$ cat src/include/tmr_pkg.sv
// Operation
// RULE1: Configuration is written only while in stop; the code takes writes in any mode.
// RULE2: Single-pad run, one or two pads: interrupt pin.
// RULE3: Single-pad run, three pads: pin senses pad two.
// RULE4: Area run ties enabled pads as one.
// RULE5: Area run: two pads interrupt, three pads sense.
// RULE6: Bit six freezes baseline; clear means calibrate.
// RULE7: Bits 5:4 zero single-pad, else area; stop ignores.
// RULE8: Bits 3:0 decode stop, one, two, three pads.
// RULE9: Status bits 0..2 show each pad touched.
// RULE10: Touch and release thresholds give hysteresis.
// RULE11: Status at address zero, pad bits read-only.
// RULE12: Over-current sets bit seven, clears, forces stop.
// RULE13: Over-current flag set refuses any run mode.
// RULE14: Writing one clears the over-current flag.
// RULE15: Filtered low bytes at 0x02, 0x04, 0x06.
// RULE16: Filtered high bits at 0x03, 0x05, 0x07.
// RULE17: Baseline upper eight bits at 0x1a..0x1c.
// RULE18: Stop mode measures nothing and updates nothing.
// RULE19: Configuration resets to zero, pin is interrupt.
// RULE20: Status change latches interrupt; I2C read releases.
// RULE21: Unused and undefined bits read zero.
// RULE22: Status bits of unused pads read zero.
package tmr_pkg;
  // Register addresses.
  localparam logic [7:0] ADDR_STATUS    = 8'h00;
  localparam logic [7:0] ADDR_FILT_BASE = 8'h02;
  localparam logic [7:0] ADDR_FILT_LAST = 8'h07;
  localparam logic [7:0] ADDR_BASE0     = 8'h1a;
  localparam logic [7:0] ADDR_BASE2     = 8'h1c;
  localparam logic [7:0] ADDR_CONFIG    = 8'h44;
  // Field positions in the configuration register.
  localparam int         POS_FREEZE     = 6;
  localparam int         POS_STYLE_HI   = 5;
  localparam int         POS_STYLE_LO   = 4;
  localparam int         POS_COUNT_HI   = 3;
  // Field position of the over-current flag in the status register.
  localparam int         POS_OVERCUR    = 7;
  // Value after reset and configuration write mask.
  localparam logic [7:0] CONFIG_RESET   = 8'h00;
  localparam logic [6:0] CONFIG_MASK    = 7'h7f;
  // Electrode-enable encodings.
  localparam logic [3:0] COUNT_STOP     = 4'h0;
  localparam logic [3:0] COUNT_ONE      = 4'h1;
  localparam logic [3:0] COUNT_TWO      = 4'h2;
  // Serial bit counter value at a full byte.
  localparam logic [3:0] BITS_PER_BYTE  = 4'h8;
  // Serial slave states, one-hot.
  typedef enum logic [6:0] {
    ST_IDLE     = 7'b0000001,
    ST_ADDR     = 7'b0000010,
    ST_ADDR_ACK = 7'b0000100,
    ST_WDATA    = 7'b0001000,
    ST_WACK     = 7'b0010000,
    ST_RDATA    = 7'b0100000,
    ST_RACK     = 7'b1000000
  } tmr_state_type;
endpackage

$ cat src/logic/tmr_touch_mode_regs.sv
`timescale 1ns/1ps
module tmr_touch_mode_regs #(
  parameter logic [6:0] DEV_ADDR = 7'h2a  // Arbitrary bus address; set per system.
) (
  input  wire logic        ref_clk,          // Core clock, 40 MHz.
  input  wire logic        resetn,           // Synchronous reset, active low.
  input  wire logic        scl_i,            // Serial clock pin level.
  input  wire logic        sda_i,            // Serial data pin level.
  output logic             sda_o,            // Serial data drive value, always low.
  output logic             sda_oe,           // High while pulling serial data low.
  input  wire logic        shared_pin_i,     // Shared interrupt or pad two pin level.
  output logic             shared_pin_o,     // Shared pin drive value, always low.
  output logic             shared_pin_oe,    // High while interrupt pulls the pin low.
  input  wire logic        overcurrent_in,   // Reference resistor current excess, async.
  input  wire logic        meas_strobe,      // One-cycle pulse: new sample set ready.
  input  wire logic [29:0] filt_in,          // Filtered data, 10 bits per pad.
  input  wire logic [29:0] base_in,          // Baseline data, 10 bits per pad.
  input  wire logic [23:0] touch_thr,        // Touch thresholds, 8 bits per pad.
  input  wire logic [23:0] release_thr,      // Release thresholds, 8 bits per pad.
  output logic             measure_run,      // High while the front end may measure.
  output logic [2:0]       pad_active,       // Pads the front end should sense.
  output logic             pads_tied,        // High when pads join into one area.
  output logic             pad2_sense_sel,   // High when shared pin senses pad two.
  output logic             baseline_freeze   // High when baseline tracking stops.
);

  // Three-stage synchronisers for pin inputs.
  logic [2:0]  scl_sync_reg;
  logic [2:0]  sda_sync_reg;
  logic [2:0]  oc_sync_reg;
  logic        scl_s_reg;                    // Debounced serial clock.
  logic        sda_s_reg;                    // Debounced serial data.
  logic        scl_d_reg;                    // Previous debounced clock.
  logic        sda_d_reg;                    // Previous debounced data.
  logic        oc_s_reg;                     // Debounced over-current level.
  // Register contents.
  logic [6:0]  config_reg;                   // Freeze, style and count fields.
  logic        overcur_reg;                  // Over-current flag.
  logic [2:0]  touched_reg;                  // Raw touched state per pad.
  logic [29:0] filt_reg;                     // Filtered data per pad.
  logic [29:0] base_reg;                     // Full baseline per pad.
  logic        irq_latch_reg;                // Latched interrupt.
  // Serial slave.
  tmr_pkg::tmr_state_type state_reg;
  logic [3:0]  bitcnt_reg;
  logic [7:0]  shift_reg;
  logic [7:0]  tx_reg;
  logic [7:0]  ptr_reg;
  logic        first_reg;                    // Next written byte is the pointer.
  logic        rw_reg;                       // Current transfer is a read.
  logic        nack_reg;                     // Master refused the last byte.
  logic        wr_stb_reg;                   // One-cycle register write pulse.
  logic [7:0]  wr_addr_reg;
  logic [7:0]  wr_data_reg;
  logic        rd_stb_reg;                   // One-cycle read-start pulse.
  logic [7:0]  rd_data;
  logic [2:0]  status_vis;                   // Status bits as the host sees them.
  logic [2:0]  status_prev_reg;
  logic        running;
  logic        area_mode;
  logic        pin_is_irq;
  logic [2:0]  pads_on;
  logic        scl_rise;
  logic        scl_fall;
  logic        bus_start;
  logic        bus_stop;
  logic [7:0]  shift_next;
  logic [7:0]  rd_next;                      // Read data for the address after ptr.

  // Pin synchronisers; a level is accepted once stages two and three agree.
  always_ff @(posedge ref_clk)
  begin
    if (!resetn)
    begin
      scl_sync_reg <= 3'h7;
      sda_sync_reg <= 3'h7;
      oc_sync_reg  <= 3'h0;
      scl_s_reg    <= 1'b1;
      sda_s_reg    <= 1'b1;
      scl_d_reg    <= 1'b1;
      sda_d_reg    <= 1'b1;
      oc_s_reg     <= 1'b0;
    end
    else
    begin
      scl_sync_reg <= {scl_sync_reg[1:0], scl_i};
      sda_sync_reg <= {sda_sync_reg[1:0], sda_i};
      oc_sync_reg  <= {oc_sync_reg[1:0], overcurrent_in};
      if (scl_sync_reg[1] == scl_sync_reg[2])
        scl_s_reg <= scl_sync_reg[2];
      if (sda_sync_reg[1] == sda_sync_reg[2])
        sda_s_reg <= sda_sync_reg[2];
      if (oc_sync_reg[1] == oc_sync_reg[2])
        oc_s_reg <= oc_sync_reg[2];
      scl_d_reg <= scl_s_reg;
      sda_d_reg <= sda_s_reg;
    end
  end

  // Mode decode from the configuration register.
  always_comb
  begin
    running    = (config_reg[tmr_pkg::POS_COUNT_HI:0] != tmr_pkg::COUNT_STOP);  // RULE8
    // The style field only matters when running, so stop ignores it.
    area_mode  = running && (config_reg[tmr_pkg::POS_STYLE_HI:tmr_pkg::POS_STYLE_LO] != 2'b00);  // RULE7
    // Count one or two, and stop, leave the shared pin as the interrupt.
    pin_is_irq = (config_reg[tmr_pkg::POS_COUNT_HI:0] == tmr_pkg::COUNT_STOP) ||
                 (config_reg[tmr_pkg::POS_COUNT_HI:0] == tmr_pkg::COUNT_ONE) ||
                 (config_reg[tmr_pkg::POS_COUNT_HI:0] == tmr_pkg::COUNT_TWO);  // RULE2 RULE3 RULE5
    if (!running)
      pads_on = 3'b000;
    else if (config_reg[tmr_pkg::POS_COUNT_HI:0] == tmr_pkg::COUNT_ONE)
      pads_on = 3'b001;
    else if (config_reg[tmr_pkg::POS_COUNT_HI:0] == tmr_pkg::COUNT_TWO)
      pads_on = 3'b011;
    else
      pads_on = 3'b111;
    // In area mode the combined pad reports on bit zero only.
    if (area_mode)
      status_vis = {2'b00, touched_reg[0]};  // RULE4
    else
      status_vis = touched_reg & pads_on;  // RULE22
  end

  // Front-end control outputs, registered.
  always_ff @(posedge ref_clk)
  begin
    if (!resetn)
    begin
      measure_run     <= 1'b0;
      pad_active      <= 3'b000;
      pads_tied       <= 1'b0;
      pad2_sense_sel  <= 1'b0;
      baseline_freeze <= 1'b0;
      shared_pin_oe   <= 1'b0;
    end
    else
    begin
      measure_run     <= running;  // RULE18
      pad_active      <= pads_on;
      pads_tied       <= area_mode;  // RULE4
      pad2_sense_sel  <= !pin_is_irq;  // RULE3 RULE5
      baseline_freeze <= config_reg[tmr_pkg::POS_FREEZE];  // RULE6
      shared_pin_oe   <= pin_is_irq && irq_latch_reg;  // RULE2
    end
  end

  assign sda_o        = 1'b0;
  assign shared_pin_o = 1'b0;

  // Configuration register; over-current forces and holds stop.
  always_ff @(posedge ref_clk)
  begin
    if (!resetn)
      config_reg <= tmr_pkg::CONFIG_RESET[6:0];  // RULE19
    else if (oc_s_reg || overcur_reg)
      config_reg[tmr_pkg::POS_COUNT_HI:0] <= tmr_pkg::COUNT_STOP;  // RULE12 RULE13
    else if (wr_stb_reg && wr_addr_reg == tmr_pkg::ADDR_CONFIG)
      // Any write is taken unless over-current is present or flagged; software keeps writes to stop mode first.
      config_reg <= wr_data_reg[6:0] & tmr_pkg::CONFIG_MASK;  // RULE1 RULE21
  end

  // Over-current flag: a new event wins over a clearing write.
  always_ff @(posedge ref_clk)
  begin
    if (!resetn)
      overcur_reg <= 1'b0;
    else if (oc_s_reg)
      overcur_reg <= 1'b1;  // RULE12
    else if (wr_stb_reg && wr_addr_reg == tmr_pkg::ADDR_STATUS &&
             wr_data_reg[tmr_pkg::POS_OVERCUR])
      overcur_reg <= 1'b0;  // RULE14
  end

  // Measurement capture and hysteresis, one slice per pad.
  genvar g;
  generate
    for (g = 0; g < 3; g = g + 1)
    begin : g_pad
      logic signed [10:0] delta;             // Baseline minus filtered sample.
      assign delta = $signed({1'b0, base_in[g*10 +: 10]}) -
                     $signed({1'b0, filt_in[g*10 +: 10]});
      always_ff @(posedge ref_clk)
      begin
        if (!resetn || oc_s_reg)
        begin
          touched_reg[g]       <= 1'b0;  // RULE12
          filt_reg[g*10 +: 10] <= 10'h000;
          base_reg[g*10 +: 10] <= 10'h000;
        end
        else if (meas_strobe && running && pads_on[g])  // RULE18
        begin
          filt_reg[g*10 +: 10] <= filt_in[g*10 +: 10];
          if (!config_reg[tmr_pkg::POS_FREEZE])
            base_reg[g*10 +: 10] <= base_in[g*10 +: 10];  // RULE6
          // Enter touch above the touch level, leave below the release level.
          if (!touched_reg[g] && delta > $signed({3'b000, touch_thr[g*8 +: 8]}))
            touched_reg[g] <= 1'b1;  // RULE10
          else if (touched_reg[g] && delta < $signed({3'b000, release_thr[g*8 +: 8]}))
            touched_reg[g] <= 1'b0;  // RULE10
        end
      end
    end
  endgenerate

  // Interrupt latch: a status change wins over a releasing read.
  always_ff @(posedge ref_clk)
  begin
    if (!resetn)
    begin
      irq_latch_reg   <= 1'b0;
      status_prev_reg <= 3'b000;
    end
    else
    begin
      status_prev_reg <= status_vis;
      if (status_vis != status_prev_reg)
        irq_latch_reg <= 1'b1;  // RULE20
      else if (rd_stb_reg)
        irq_latch_reg <= 1'b0;  // RULE20
    end
  end

  // Read decode; unmapped addresses read zero.
  function automatic logic [7:0] reg_read(input logic [7:0] a);
    logic [7:0] v;
    v = 8'h00;
    if (a == tmr_pkg::ADDR_STATUS)
      v = {overcur_reg, 4'h0, status_vis};  // RULE9 RULE11 RULE21
    else if (a >= tmr_pkg::ADDR_FILT_BASE && a <= tmr_pkg::ADDR_FILT_LAST)
    begin
      if (a[0] == 1'b0)
        v = filt_reg[(a[2:1] - 2'd1) * 10 +: 8];  // RULE15
      else
        v = {6'h00, filt_reg[(a[2:1] - 2'd1) * 10 + 8 +: 2]};  // RULE16 RULE21
    end
    else if (a >= tmr_pkg::ADDR_BASE0 && a <= tmr_pkg::ADDR_BASE2)
      v = base_reg[2'(a[1:0] - 2'd2) * 10 + 2 +: 8];  // RULE17
    else if (a == tmr_pkg::ADDR_CONFIG)
      v = {1'b0, config_reg};  // RULE21
    return v;
  endfunction

  always_comb
  begin
    rd_data    = reg_read(ptr_reg);
    rd_next    = reg_read(ptr_reg + 8'h01);
    scl_rise   = scl_s_reg && !scl_d_reg;
    scl_fall   = !scl_s_reg && scl_d_reg;
    bus_start  = scl_s_reg && scl_d_reg && sda_d_reg && !sda_s_reg;
    bus_stop   = scl_s_reg && scl_d_reg && !sda_d_reg && sda_s_reg;
    shift_next = {shift_reg[6:0], sda_s_reg};
  end

  // Serial slave: address byte, pointer byte, then data with auto-increment.
  // The bus is slow against the core clock, so an edge is seen many cycles apart.
  always_ff @(posedge ref_clk)
  begin
    if (!resetn)
    begin
      state_reg   <= tmr_pkg::ST_IDLE;
      bitcnt_reg  <= 4'h0;
      shift_reg   <= 8'h00;
      tx_reg      <= 8'h00;
      ptr_reg     <= 8'h00;
      first_reg   <= 1'b0;
      rw_reg      <= 1'b0;
      nack_reg    <= 1'b0;
      sda_oe      <= 1'b0;
      wr_stb_reg  <= 1'b0;
      wr_addr_reg <= 8'h00;
      wr_data_reg <= 8'h00;
      rd_stb_reg  <= 1'b0;
    end
    else
    begin
      wr_stb_reg <= 1'b0;
      rd_stb_reg <= 1'b0;
      if (bus_start)
      begin
        state_reg  <= tmr_pkg::ST_ADDR;
        bitcnt_reg <= 4'h0;
        sda_oe     <= 1'b0;
      end
      else if (bus_stop)
      begin
        state_reg <= tmr_pkg::ST_IDLE;
        sda_oe    <= 1'b0;
      end
      else
      begin
        case (state_reg)
          tmr_pkg::ST_ADDR, tmr_pkg::ST_WDATA:
          begin
            if (scl_rise)
            begin
              shift_reg  <= shift_next;
              bitcnt_reg <= bitcnt_reg + 4'h1;
            end
            else if (scl_fall && bitcnt_reg == tmr_pkg::BITS_PER_BYTE)
            begin
              if (state_reg == tmr_pkg::ST_ADDR)
              begin
                if (shift_reg[7:1] == DEV_ADDR)
                begin
                  sda_oe     <= 1'b1;
                  rw_reg     <= shift_reg[0];
                  first_reg  <= 1'b1;
                  tx_reg     <= rd_data;
                  rd_stb_reg <= shift_reg[0];  // RULE20
                  state_reg  <= tmr_pkg::ST_ADDR_ACK;
                end
                else
                  state_reg <= tmr_pkg::ST_IDLE;
              end
              else
              begin
                sda_oe    <= 1'b1;
                first_reg <= 1'b0;
                state_reg <= tmr_pkg::ST_WACK;
                if (first_reg)
                  ptr_reg <= shift_reg;
                else
                begin
                  wr_stb_reg  <= 1'b1;
                  wr_addr_reg <= ptr_reg;
                  wr_data_reg <= shift_reg;
                  ptr_reg     <= ptr_reg + 8'h01;
                end
              end
            end
          end
          tmr_pkg::ST_ADDR_ACK, tmr_pkg::ST_WACK:
          begin
            if (scl_fall)
            begin
              bitcnt_reg <= 4'h0;
              if (state_reg == tmr_pkg::ST_ADDR_ACK && rw_reg)
              begin
                sda_oe    <= !tx_reg[7];
                state_reg <= tmr_pkg::ST_RDATA;
              end
              else
              begin
                sda_oe    <= 1'b0;
                state_reg <= tmr_pkg::ST_WDATA;
              end
            end
          end
          tmr_pkg::ST_RDATA:
          begin
            if (scl_rise)
              bitcnt_reg <= bitcnt_reg + 4'h1;
            else if (scl_fall)
            begin
              if (bitcnt_reg == tmr_pkg::BITS_PER_BYTE)
              begin
                sda_oe    <= 1'b0;
                state_reg <= tmr_pkg::ST_RACK;
              end
              else
              begin
                sda_oe <= !tx_reg[6];
                tx_reg <= {tx_reg[6:0], 1'b0};
              end
            end
          end
          tmr_pkg::ST_RACK:
          begin
            if (scl_rise)
              nack_reg <= sda_s_reg;
            else if (scl_fall)
            begin
              if (nack_reg)
                state_reg <= tmr_pkg::ST_IDLE;
              else
              begin
                // Next byte of a burst comes from the following address.
                ptr_reg    <= ptr_reg + 8'h01;
                tx_reg     <= rd_next;
                sda_oe     <= !rd_next[7];
                bitcnt_reg <= 4'h0;
                state_reg  <= tmr_pkg::ST_RDATA;
              end
            end
          end
          default:
            state_reg <= tmr_pkg::ST_IDLE;
        endcase
      end
    end
  end

endmodule
$ cat config.mk
export PLATFORM = sky130hd
export DESIGN_NAME = tmr_touch_mode_regs
export DESIGN_NICKNAME = d
export VERILOG_FILES = /design/src/include/tmr_pkg.sv /design/src/logic/tmr_touch_mode_regs.sv
export SDC_FILE = /design/constraint.sdc
export NUM_CORES = 1
export LEC_CHECK = 0
export BUFFER_PORTS_ARGS = -buffer_cell sky130_fd_sc_hd__buf_4
export CAP_MARGIN = 20
export CORE_MARGIN = 1
export CORE_UTILIZATION = 50
export DETAILED_ROUTE_END_ITERATION = 8
export PLACE_DENSITY_LB_ADDON = 0.05
export SLEW_MARGIN = 20
export SYNTH_ARGS = -nofsm -noshare
export SYNTH_HDL_FRONTEND = slang
export SYNTH_SLANG_ARGS = --single-unit
$ cat constraint.sdc
create_clock -name ref_clk -period 5.7 [get_ports ref_clk]
set_clock_uncertainty 0.05 [all_clocks]
set_input_delay 0 -clock ref_clk [delete_from_list [all_inputs] [get_ports ref_clk]]
set_output_delay 0 -clock ref_clk [all_outputs]
set_load 0.01 [all_outputs]
Word-level counts from Yosys, hierarchy flattened
Cells that the tools add are included.
{ "word_totals": {"register_bits": 154, "input_bits": 115, "out_inout_bits": 11, "wordCells": 296} }
{ "classes": {"add_sub_neg": 13, "mul": 4, "magnitude_cmp": 14, "eq_ne": 41, "shifts": 6, "muxes": 79, "bitwise": 12, "reduce_logical": 85} }
{ "op_table": {"columns": ["cell", "n"], "rows": [
  ["$mux 8", 25],
  ["$mux 7", 11],
  ["$shiftx 30x33->2", 2],
  ["$shiftx 30x33->8", 2],
  ["$add 32x4->32 const B", 2],
  ["$mul 32x3->31 const B", 2],
  ["$shiftx 30x8->8", 2],
  ["$gt 11x9->1", 3],
  ["$lt 11x9->1", 3],
  ["$sub 10x10->11", 3],
  ["$ne 4x4->1 const B", 8],
  ["$logic_and 1x1->1", 28],
  ["$pmux 7 s4", 1],
  ["$ne 2x2->1 const B", 13],
  ["$eq 8x7->1 const B", 3],
  ["$logic_not 8->1", 3],
  ["$mux 1", 24],
  ["$pmux 8 s3", 1],
  ["$reduce_and 7->1", 3],
  ["$mux 4", 5],
  ["$ge 8x2->1 const B", 2],
  ["$ge 8x5->1 const B", 2],
  ["$le 8x3->1 const B", 2],
  ["$le 8x5->1 const B", 2],
  ["44 further kinds", 102]
]} }

Logic depth before layout (Yosys ltp)
Gate-level depths: netlist of run 1.
{ "logic_depth": {"ltp_word": 13, "ltp_mapped": 20, "mapped_depth_nobuf": 17} }

Least setup slack after synthesis of run 1
No wires, ideal clock.
{ "synth_path": {"kind": "reg2reg", "startpoint": "register ptr_reg[0]", "endpoint": "register sda_oe", "setup_ns": 0.086, "t_arrival_ns": 4.027, "required_ns": 5.564, "path_slack_ns": 1.537, "stages_incl_launch_ff": 20, "path_buffers": 8, "period_less_slack_ns": 4.163, "cell_sequence": "dfxtp_1 -> buf_4 -> inv_1 -> clkbuf_1 -> clkbuf_1 -> ha_1 -> buf_6 -> buf_4 -> buf_4 -> buf_2 -> inv_2 -> ha_1 -> clkbuf_1 -> mux4_2 -> a22o_1 -> a22oi_1 -> o32ai_1 -> mux2i_1 -> a21oi_1 -> a211oi_1"} }
{ "synth_via": {"elab_chain_cells": 13, "elab_cells_between_ends": 24, "classes_between": "add/sub (4); mul (2); order compare (4); shift (2); mux (8); reduce/logical (4)"} }
{ "synth_rtl": {"columns": ["item", "line", "source"], "rows": [
  ["start: declaration", "tmr_touch_mode_regs.sv:48", "logic [7:0] ptr_reg;"],
  ["start signal: assignment", "tmr_touch_mode_regs.sv:322", "ptr_reg <= shift_reg;"],
  ["start signal: assignment", "tmr_touch_mode_regs.sv:328", "ptr_reg <= ptr_reg + 8'h01;"],
  ["start signal: assignment", "tmr_touch_mode_regs.sv:379", "ptr_reg <= ptr_reg + 8'h01;"],
  ["$add 8x1->8 (*)", "tmr_touch_mode_regs.sv:247", "rd_next = reg_read(ptr_reg + 8'h01);"],
  ["branches (longest 6 deep; another with $mul 32x3->31)", null, null],
  ["$mux 8 (*)", "tmr_touch_mode_regs.sv:228", "if (a == tmr_pkg::ADDR_STATUS)"],
  ["$logic_not 1->1 (*)", "tmr_touch_mode_regs.sv:381", "sda_oe <= !rd_next[7];"],
  ["$mux 1 (*)", "tmr_touch_mode_regs.sv:374", "if (nack_reg)"],
  ["$mux 1 (*)", "tmr_touch_mode_regs.sv:372", "else if (scl_fall)"],
  ["$mux 1 (*)", "tmr_touch_mode_regs.sv:370", "if (scl_rise)"],
  ["$pmux 1 s4 (*)", "tmr_touch_mode_regs.sv:292", "case (state_reg)"],
  ["end signal: assignment", "tmr_touch_mode_regs.sv:340", "sda_oe <= !tx_reg[7];"],
  ["end signal: assignment", "tmr_touch_mode_regs.sv:363", "sda_oe <= !tx_reg[6];"],
  ["end signal: assignment", "tmr_touch_mode_regs.sv:381", null],
  ["end: declaration", "tmr_touch_mode_regs.sv:10", "output logic sda_oe,"]
]} }
Mark *: on every way between the ends. The select of a mux whose other input is x is not followed.
A chain may end at the register's enable or synchronous reset.

Worst setup path in the final report of run 1
Ends and elaborated chain as after synthesis.

==> impl_metrics.ini, run 1 <==
[run_status]
status = complete, but fails checks
violations = hold timing

[final_layout]
fillers = 2013
postLayoutCellArea_mm2 = 0.0133
drive_gt1_share_pct = 13.0
syn2layout_area_growth_pct = 20.4
largest_reg_flops = 30
fin_nets = 1773
antenna_cells = 0
mostFrequentLayoutCells = 196 x nand2_1, 146 x dfxtp_1, 131 x buf_4
seqCellArea_mm2 = 0.00294
mostFrequentLayoutCell = nand2_1
multi_input_area_mm2 = 0.00745

[sta]
setup_viol = 0
rsz0062_at_grt = false
period_minus_slack_ns = 4.35
fin_tns_setup_ns = 0
fmax_mhz = 230
hold_viol_final = 4
hold_slack_ns = -0.00402
max_slew_margin_pct = 39.0
maxSlewViolCount = 0
worstMarginPinSlew_ns = 0.915
timing.final.crit_share_pct = 76.4

[place]
dp_hpwl_um = 24400
gp_congestion = 0.926
placed_cell_area_mm2 = 0.0121
io_buffers = 122

[global_routing]
track_usage_pct = 30.1
grt_pass1_vias = 10152
grt_max_degree = 75
antenna_found_initial = 0
grt_pass1_wl_um = 53100
grt.overflow.total = 0

[yosys]
ys_warn_count = 0
avgSynthCellArea_um2 = 7.78
synth_top_area_share_pct = 26.6
synth_cell_types = 84
ys_seq_area_share_pct = 26.6
synth_edf_count = 0
synthesis.area_mm2 = 0.0111
yosys.area.top_type = dfxtp_1
postSynthCellCount = 1423
ys_top_cells_by_area = dfxtp_1 27%, ha_1 11%, nand2_1 6.6%
synth_seq_cells = 147
synth-async-reset-ratio_pct = 0
synthFlopType = dfxtp_1

[pwr]
p_sw_mw = 0.715
p_int_mw = 1.91
p_seq_share_pct = 39.3
pwr-share-comb_pct = 16.2
netSwitchingFraction_pct = 27.3
p_clk_share_pct = 44.5
p_per_area_mw_per_mm2 = 197
ir_drop_mv = 0.197
power.leakage_nw = 5.34

[setup_path]
worst-path-buf-inv = 3
arrival_ns = 4.64
startpoint_type = register
critPathSlowestCell = ha_1
critPathMaxStageDelay_ns = 0.77
cp_top_family = adder cells
crit_chain = buf_4, inv_1, ha_2, inv_2, ha_1, mux4_2, a22o_1, a22oi_1, o32ai_1, mux2i_1, a21oi_1, a211oi_1
worst_setup_path_end_kind = register
cp_max_fo = 31
criticalPathCategory = reg -> reg
cp.required_ns = 5.99

[clock_network]
htree_num_levels = 4
cts_tree = built
clockRootBuffer = clkbuf_16
clockBufferDepth = 2
cts_buffers = 17
cts.sinks = 147
clk_transition_reported_paths_ns = 0.07
ctsResizeCount = 0
clk_latency_ns = 0.43

[drt]
vias = 10862
wl_um = 33300
drt_iter0_drc = 1145
drt-pass1-iter-count = 9
drt.antenna.violating_nets = 0
wl_per_cell_um = 18.0
viasPerCell = 5.86
drc_errors = 0

[die]
fp.dieH_um = 151
dieArea_mm2 = 0.0227
dieWidth_um = 151
ioPinCount = 126
rows = 54
initial_core_util_pct = 50.9
coreArea_mm2 = 0.0218

[worst_hold_path]
min-delay-path-class = in -> reg

[flow_run]
drv_cap = 0
final timing paths:
kind / from / end / slack (ns) / cells after the start
worst max-delay path: ptr_reg[0]$_SDFFE_PN0P_ / sda_oe$_SDFFE_PP0P_ / 1.35 / 12
worst min-delay path: resetn / sda_sync_reg[1]$_SDFF_PN1_ / -0.004 / 2
worst max register to register: ptr_reg[0]$_SDFFE_PN0P_ / sda_oe$_SDFFE_PP0P_ / 1.35 / 12
worst min register to register: sda_sync_reg[0]$_SDFF_PN1_ / sda_sync_reg[1]$_SDFF_PN1_ / 0.35 / 1
power by group through the flow:
stage                     Clock [mW]  Sequential [mW]  Combinational (mW)
after detailed placement           0             1.05               0.386
after global routing            1.22             1.03               0.479
after global placement             0             1.05               0.382
after CTS                       1.18             1.03               0.421
after floorplan                    0             1.05               0.257
final                           1.17             1.03               0.425
per-layer routing:
layer	GRT usage [%]	part of all wire (%)	wire length [um]
met1	43.1	48	15900
met4	8.65	2.1	689
met5	0	0	0
met3	4.94	6.9	2310
met2	46.1	43	14500
cell families (layout without fill, tap and decap cells):
family                   Yosys count  count (layout)  synth area share, %
AND/OR/NAND/NOR                  499             499                 21.5
AO/OA/AOI/OAI                    398             398                 23.1
buffers and inverters            168             319                 6.20
flip-flops                       147             147                 26.6
adder cells (fa/ha/maj)           96              96                 11.0
multiplexers                      84              84                 9.06
XOR/XNOR                          30              30                 2.44
other                              1               2               0.0339
metrics by stage:
stage	hold slack, ns	total power [mW]	cells	util (%)	setup WS (ns)
after global placement	0.139	1.44	1756	55.5	1.46
after CTS	0.0103	2.63	1855	61.3	1.39
after global routing	0.0429	2.73	1855	61.3	1.09
final	-0.00402	2.62	1855	61.3	1.35
after floorplan	0.0515	1.31	1424	-	1.54
after detailed placement	0.138	1.44	1756	55.5	1.43
cell type report:
class | instances | area share, %
Clock buffer | 17 | 3.19
Sequential cell | 147 | 22.1
Multi-Input combinational cell | 1109 | 55.9
Inverter | 89 | 2.51
Clock inverter | 15 | 1.28
Timing Repair Buffer | 198 | 12.4
Tap cell | 280 | 2.63
timing repair:
action	CTS	global route
buffers inserted	0	0
hold buffers	67	0
hold endpoints to repair	57	0
Yosys cell counts, types with 9 or more instances:
| cell type | n |
|---|---|
| clkbuf_1 | 55 |
| nand3_1 | 49 |
| nand2_1 | 196 |
| inv_1 | 85 |
| a21o_1 | 10 |
| a31oi_1 | 22 |
| o21ai_1 | 14 |
| nor2_1 | 103 |
| ha_1 | 93 |
| nor2b_1 | 22 |
| mux4_2 | 12 |
| mux2i_1 | 65 |
| and2_1 | 13 |
| o21ai_0 | 80 |
| a21boi_1 | 15 |
| xor2_1 | 11 |
| dfxtp_1 | 147 |
| o211ai_1 | 12 |
| a21oi_1 | 117 |
| and3_1 | 12 |
| buf_4 | 9 |
| a22oi_1 | 10 |
| buf_2 | 12 |
| nor3_1 | 28 |
| xnor2_1 | 18 |
| a21boi_0 | 23 |
| o21a_1 | 12 |
| nand2b_1 | 22 |
| a211oi_1 | 12 |
No activity file was read; power rests on OpenSTA's default activity.
==> run 2, diff against run 1 <==
--- a/config.mk
+++ b/config.mk
@@ -5,6 +5,7 @@
 export SDC_FILE = /design/constraint.sdc
 export NUM_CORES = 1
 export LEC_CHECK = 0
+export ABC_AREA = 1
 export BUFFER_PORTS_ARGS = -buffer_cell sky130_fd_sc_hd__buf_4
 export CAP_MARGIN = 20
 export CORE_MARGIN = 1
==> constraint.sdc (replaced) <==
create_clock -name ref_clk -period 3.9 [get_ports ref_clk]
set_clock_uncertainty 0.05 [all_clocks]
set_input_delay 0 -clock ref_clk [delete_from_list [all_inputs] [get_ports ref_clk]]
set_output_delay 0 -clock ref_clk [all_outputs]
set_load 0.01 [all_outputs]
==> impl_metrics.ini, run 2 <==
[run_status]
status = completed

[drt]
wl_per_cell_um = 16.3
vias = 12497
wl_um = 37200
drt-pass1-iter-count = 5
viasPerCell = 5.48
drc_errors = 0
drt_iter0_drc = 1126
drt.antenna.violating_nets = 0

[clock_network]
htree_num_levels = 4
postCtsSetupBuffers = 0
cts_buffers = 17
cts.sinks = 147
clk_latency_ns = 0.44
clockBufferDepth = 2
clk_transition_reported_paths_ns = 0.07
cts_tree = built
clockRootBuffer = clkbuf_16

[die]
ioPinCount = 126
dieArea_mm2 = 0.0236
rows = 55
fp.dieH_um = 154
coreArea_mm2 = 0.0226
initial_core_util_pct = 50.8
dieWidth_um = 154

[setup_path]
r2r-end = tx_reg[1]$_SDFFE_PN0P_
critPathMaxStageDelay_ns = 0.63
crit_chain = inv_1, ha_1, inv_2, ha_1, clkinv_1, nand3_1, nand3_1, nand3_1, nand3_1, nand3_1, nand2_1, nand2_1, nand2_1, nand2_1, a21oi_1
cp.required_ns = 4.17
crit_path_start = ptr_reg[0]$_SDFFE_PN0P_
r2r_slack_ns = 0.61
startpoint_type = register
cp_max_fo = 27
arrival_ns = 3.56
worst_setup_path_end_kind = register
rr_worst_depth = 15
timing.critical_path.to = tx_reg[1]$_SDFFE_PN0P_
crit_top_cell = nand3_1
critPathSlowestCell = clkinv_1
reg2reg_from = ptr_reg[0]$_SDFFE_PN0P_
criticalPathCategory = reg -> reg

[yosys]
synth_seq_cells = 147
synth_cell_types = 54
postSynthCellCount = 1833
synth.most_common_cell = nand2_1
yosys.area.top_type = dfxtp_1
synth_edf_count = 0
ys_warn_count = 0
synthFlopType = dfxtp_1
netlist_top_cells_count = 400 x nand2_1, 266 x inv_1, 186 x a21oi_1, 179 x o21ai_0, 156 x nand3_1
synth-async-reset-ratio_pct = 0
synth_top_area_share_pct = 25.6
avgSynthCellArea_um2 = 6.26
synthesis.area_mm2 = 0.0115
ys_top_cells_by_area = dfxtp_1 26%, nand2_1 13%, ha_1 10%
ys_seq_area_share_pct = 25.6

[final_layout]
syn2layout_area_growth_pct = 20.0
drive_gt1_share_pct = 11.4
largest_reg_flops = 30
fin_nets = 2194
mostFrequentLayoutCell = nand2_1
mostFrequentLayoutCells = 400 x nand2_1, 266 x inv_1, 186 x a21oi_1
antenna_cells = 0
final_util_pct = 61.0

[pwr]
p_per_area_mw_per_mm2 = 286
netSwitchingFraction_pct = 29.0
p_seq_share_pct = 38.2
ir_drop_mv = 0.341
power.leakage_nw = 6.64
p_int_mw = 2.80
p_clk_share_pct = 44.5
pwr-share-comb_pct = 17.4
p_sw_mw = 1.15

[place]
gp_congestion = 0.958
dp_hpwl_um = 28200
io_buffers = 122

[global_routing]
track_usage_pct = 32.0
grt_pass1_vias = 11617
antenna_found_initial = 0
grt_max_degree = 57
grt.overflow.total = 0
grt_pass1_wl_um = 59700

[sta]
setup_viol = 0
worstMarginPinSlew_ns = 0.849
maxSlewViolCount = 0
rsz0062_at_grt = false
fin_tns_setup_ns = 0
timing.final.crit_share_pct = 84.3
fmax_mhz = 304
max_slew_margin_pct = 43.2
hold_viol_final = 0
period_minus_slack_ns = 3.29

[flow_run]
drv_cap = 0

[worst_hold_path]
min-delay-path-class = in -> reg
==> run 2: cell count changes in the layout (fill, tap and decap cells not counted), sizes merged, moves of 20 or more <==
cell	delta
nand2	+221
inv	+185
nand3	+109
o21ai	+92
a21oi	+72
mux2i	-65
nor2	+63
a21boi	-38
nand2b	-22
nor2b	-22
nand4	+20
==> run 2: stage by stage <==
step	power, mW	instances	hold WS, ns	instance area, um^2	setup WS (ns)
after floorplan	1.96	1834	0.0476	11500	0.719
after global placement	2.16	2190	0.137	12600	0.722
after detailed placement	2.17	2190	0.139	12600	0.658
after CTS	3.95	2281	0.0853	13800	0.647
after global routing	4.12	2281	0.123	13800	0.214
final	3.95	2281	0.0885	13800	0.614
==> run 2: logic make-up (layout without fill, tap and decap cells) <==
family / count (synthesis) / in the layout / share of synthesized area (%)
flip-flops: 147 / 147 / 25.6
other: 1 / 2 / 0.0327
XOR/XNOR: 20 / 20 / 1.53
AND/OR/NAND/NOR: 814 / 814 / 31.7
buffers and inverters: 342 / 504 / 11.5
adder cells (fa/ha/maj): 96 / 96 / 10.7
AO/OA/AOI/OAI: 413 / 413 / 18.9
==> run 2: timing repair <==
| action | CTS | global route |
|---|---|---|
| endpoints found under the hold margin | 67 | 0 |
| gates resized for setup | 0 | 0 |
| hold buffers | 59 | 0 |
==> run 2: area by class of cell <==
class                           count  area [um^2]
Inverter                          279         1050
Clock buffer                       17          425
Clock inverter                     15          189
Fill cell                        2214         8800
Sequential cell                   147         2940
Timing Repair Buffer              193         1600
Tap cell                          285          357
Multi-Input combinational cell   1345         7210
==> run 2: critical path, delay by kind of cell (launching register included) <==
kind            cells  cell delay, ns
buf+inv             3            0.97
compound gates      1            0.06
flops               1            0.36
simple gates        9            0.97
fa+ha+maj           2            0.74
==> run 2: routing by layer <==
metal | track usage (%) | part of all wire, %
met1 | 44.9 | 47
met4 | 11.0 | 2.7
met2 | 49.7 | 43
met3 | 4.99 | 7.3
met5 | 0 | 0
==> run 2: how the worst min path moves through the flow <==
stage / from / endpoint / slack [ns] / depth (start not counted)
2_1_floorplan: overcurrent_in / oc_sync_reg[0]$_SDFF_PN0_ / 0.05 / 2
3_3_place_gp: scl_i / scl_sync_reg[0]$_SDFF_PN1_ / 0.14 / 2
3_5_place_dp: scl_i / scl_sync_reg[0]$_SDFF_PN1_ / 0.14 / 2
4_1_cts: meas_strobe / filt_reg[7]$_SDFFE_PP0P_ / 0.09 / 4
5_1_grt: meas_strobe / filt_reg[1]$_SDFFE_PP0P_ / 0.12 / 4
6_report: meas_strobe / filt_reg[7]$_SDFFE_PP0P_ / 0.09 / 4
==> run 2: power groups by stage <==
stage	combinational [mW]	sequential (mW)	clock [mW]
after floorplan	0.422	1.54	0
after global placement	0.617	1.54	0
after detailed placement	0.631	1.54	0
after CTS	0.682	1.51	1.76
after global routing	0.787	1.51	1.83
final	0.686	1.51	1.75
==> run 3, diff against run 2 <==
==> constraint.sdc (replaced) <==
create_clock -name ref_clk -period 3.45 [get_ports ref_clk]
set_clock_uncertainty 0.05 [all_clocks]
set_input_delay 0 -clock ref_clk [delete_from_list [all_inputs] [get_ports ref_clk]]
set_output_delay 0 -clock ref_clk [all_outputs]
set_load 0.01 [all_outputs]
==> impl_metrics.ini, run 3 (synthesized netlist as in run 2, its figures left out) <==
[clock_network]
clk_latency_ns = 0.43
htree_num_levels = 4
clockBufferDepth = 2
postCtsSetupBuffers = 0
cts_buffers = 17
cts.sinks = 147
cts_hold_buf = 59
clockRootBuffer = clkbuf_16
cts_tree = built
clk_transition_reported_paths_ns = 0.07
ctsResizeCount = 0

[global_routing]
grt.overflow.total = 0
track_usage_pct = 31.4
met1_usage_pct = 44.7
grt_pass1_vias = 11410
antenna_found_initial = 0
grt_max_degree = 57
gr-usage-met2_pct = 49.2
grt_pass1_wl_um = 58700
grt_busiest_layer = met2
use_met3_pct = 4.57

[die]
dieArea_mm2 = 0.0236
fp.dieH_um = 154
dieWidth_um = 154
rows = 55
ioPinCount = 126
initial_core_util_pct = 50.8
coreArea_mm2 = 0.0226

[pwr]
p_total_mw = 4.34
p_per_area_mw_per_mm2 = 315
power.leakage_nw = 6.66
ir_drop_mv = 0.244

[place]
io_buffers = 122
placed_cell_area_mm2 = 0.0126
gp_congestion = 0.951
dp_hpwl_um = 28000
dp_slack_ns = 0.608

[setup_path]
crit_chain = dlygate4sd3_1, buf_4, ha_1, inv_1, fa_1, nand3_1, nand2_1, a21oi_1, nor2_1, nor2_1, xnor2_1, ha_1, a21oi_1, nand2_1, a21oi_1, nand2_1, nand2_1, nand3_1, nand2_1, nand2_1, nand2_1, a21oi_1
cp.required_ns = 3.70
startpoint_type = input port
critPathSlowestCell = dlygate4sd3_1
critPathMaxStageDelay_ns = 0.53
crit_top_cell = nand2_1
cp_max_fo = 4
worst_setup_path_end_kind = register
criticalPathCategory = in -> reg
arrival_ns = 3.17

[final_layout]
postLayoutCellArea_mm2 = 0.0138
fillers = 2242
mostFrequentLayoutCells = 400 x nand2_1, 266 x inv_1, 186 x a21oi_1
multi_input_area_mm2 = 0.00721
antenna_cells = 0
mostFrequentLayoutCell = nand2_1
largest_reg_flops = 30
seqCellArea_mm2 = 0.00294
syn2layout_area_growth_pct = 20.1
drive_gt1_share_pct = 11.7
fin_nets = 2201

[sta]
setup_viol = 0
fin_tns_setup_ns = 0
rsz0062_at_grt = false
fmax_mhz = 342
period_minus_slack_ns = 2.92
worstMarginPinSlew_ns = 0.682
setup_slack_ns = 0.525
maxSlewViolCount = 0
max_slew_margin_pct = 54.5
hold_viol_final = 0
timing.final.crit_share_pct = 84.8

[drt]
wl_um = 36700
drt_iter0_drc = 1124
vias = 12378
drc_errors = 0
drt.antenna.violating_nets = 0
drt-pass1-iter-count = 8
wl_per_cell_um = 16.1
viasPerCell = 5.41

[run_status]
status = completed

[worst_hold_path]
min-delay-path-class = in -> reg

[flow_run]
drv_cap = 0
==> run 3: cell count changes in the layout (fill, tap and decap cells not counted), sizes merged <==
cell | previous run | this run
inv | 283 | 284
clkinvlp | 2 | 3
bufinv | 2 | 1
buf | 134 | 141
clkbuf | 17 | 18
clkinv | 7 | 5
==> run 3: cell type report <==
class	instances	share of cell area (%)
clock buffer	18	3.11
clock inverter	14	1.04
inverter	279	7.61
multi-input combinational	1345	52.3
sequential	147	21.3
tap	285	2.59
timing repair buffer	200	12.0
==> run 3: power by group <==
part	internal [mW]	switching [mW]
logic	0.363	0.412
clock network	1.02	0.848
registers	1.70	0.00171
==> run 3: critical path: cells and delay by family <==
family	cells	cell delay (ns)
buf+inv	3	0.73
xor+xnor	1	0.22
simple gates	11	0.82
compound gates	4	0.49
fa+ha+maj	3	0.88
==> run 3: worst paths after layout <==
path	startpoint	to	slack, ns	depth (start not counted)
max reg2reg	ptr_reg[1]$_SDFFE_PN0P_	tx_reg[0]$_SDFFE_PN0P_	0.58	16
max	filt_in[0]	touched_reg[0]$_SDFFE_PP0P_	0.53	22
min	meas_strobe	filt_reg[12]$_SDFFE_PP0P_	0.09	5
min reg2reg	scl_sync_reg[0]$_SDFF_PN1_	scl_sync_reg[1]$_SDFF_PN1_	0.36	1
==> run 3: through the flow <==
step                      hold WS, ns  util, %  std cells
final                          0.0901     61.1       2288
after global routing            0.103     61.1       2288
after CTS                      0.0814     61.1       2288
after detailed placement        0.142     55.9       2197
after global placement          0.137     55.9       2197
after floorplan                0.0476        -       1834
==> run 3: metal layers <==
metal / share of wire [%] / vias up
met5: 0 / -
li1: - / 6299
met4: 2.1 / 0
met3: 6.7 / 50
met1: 48 / 5623
met2: 44 / 406
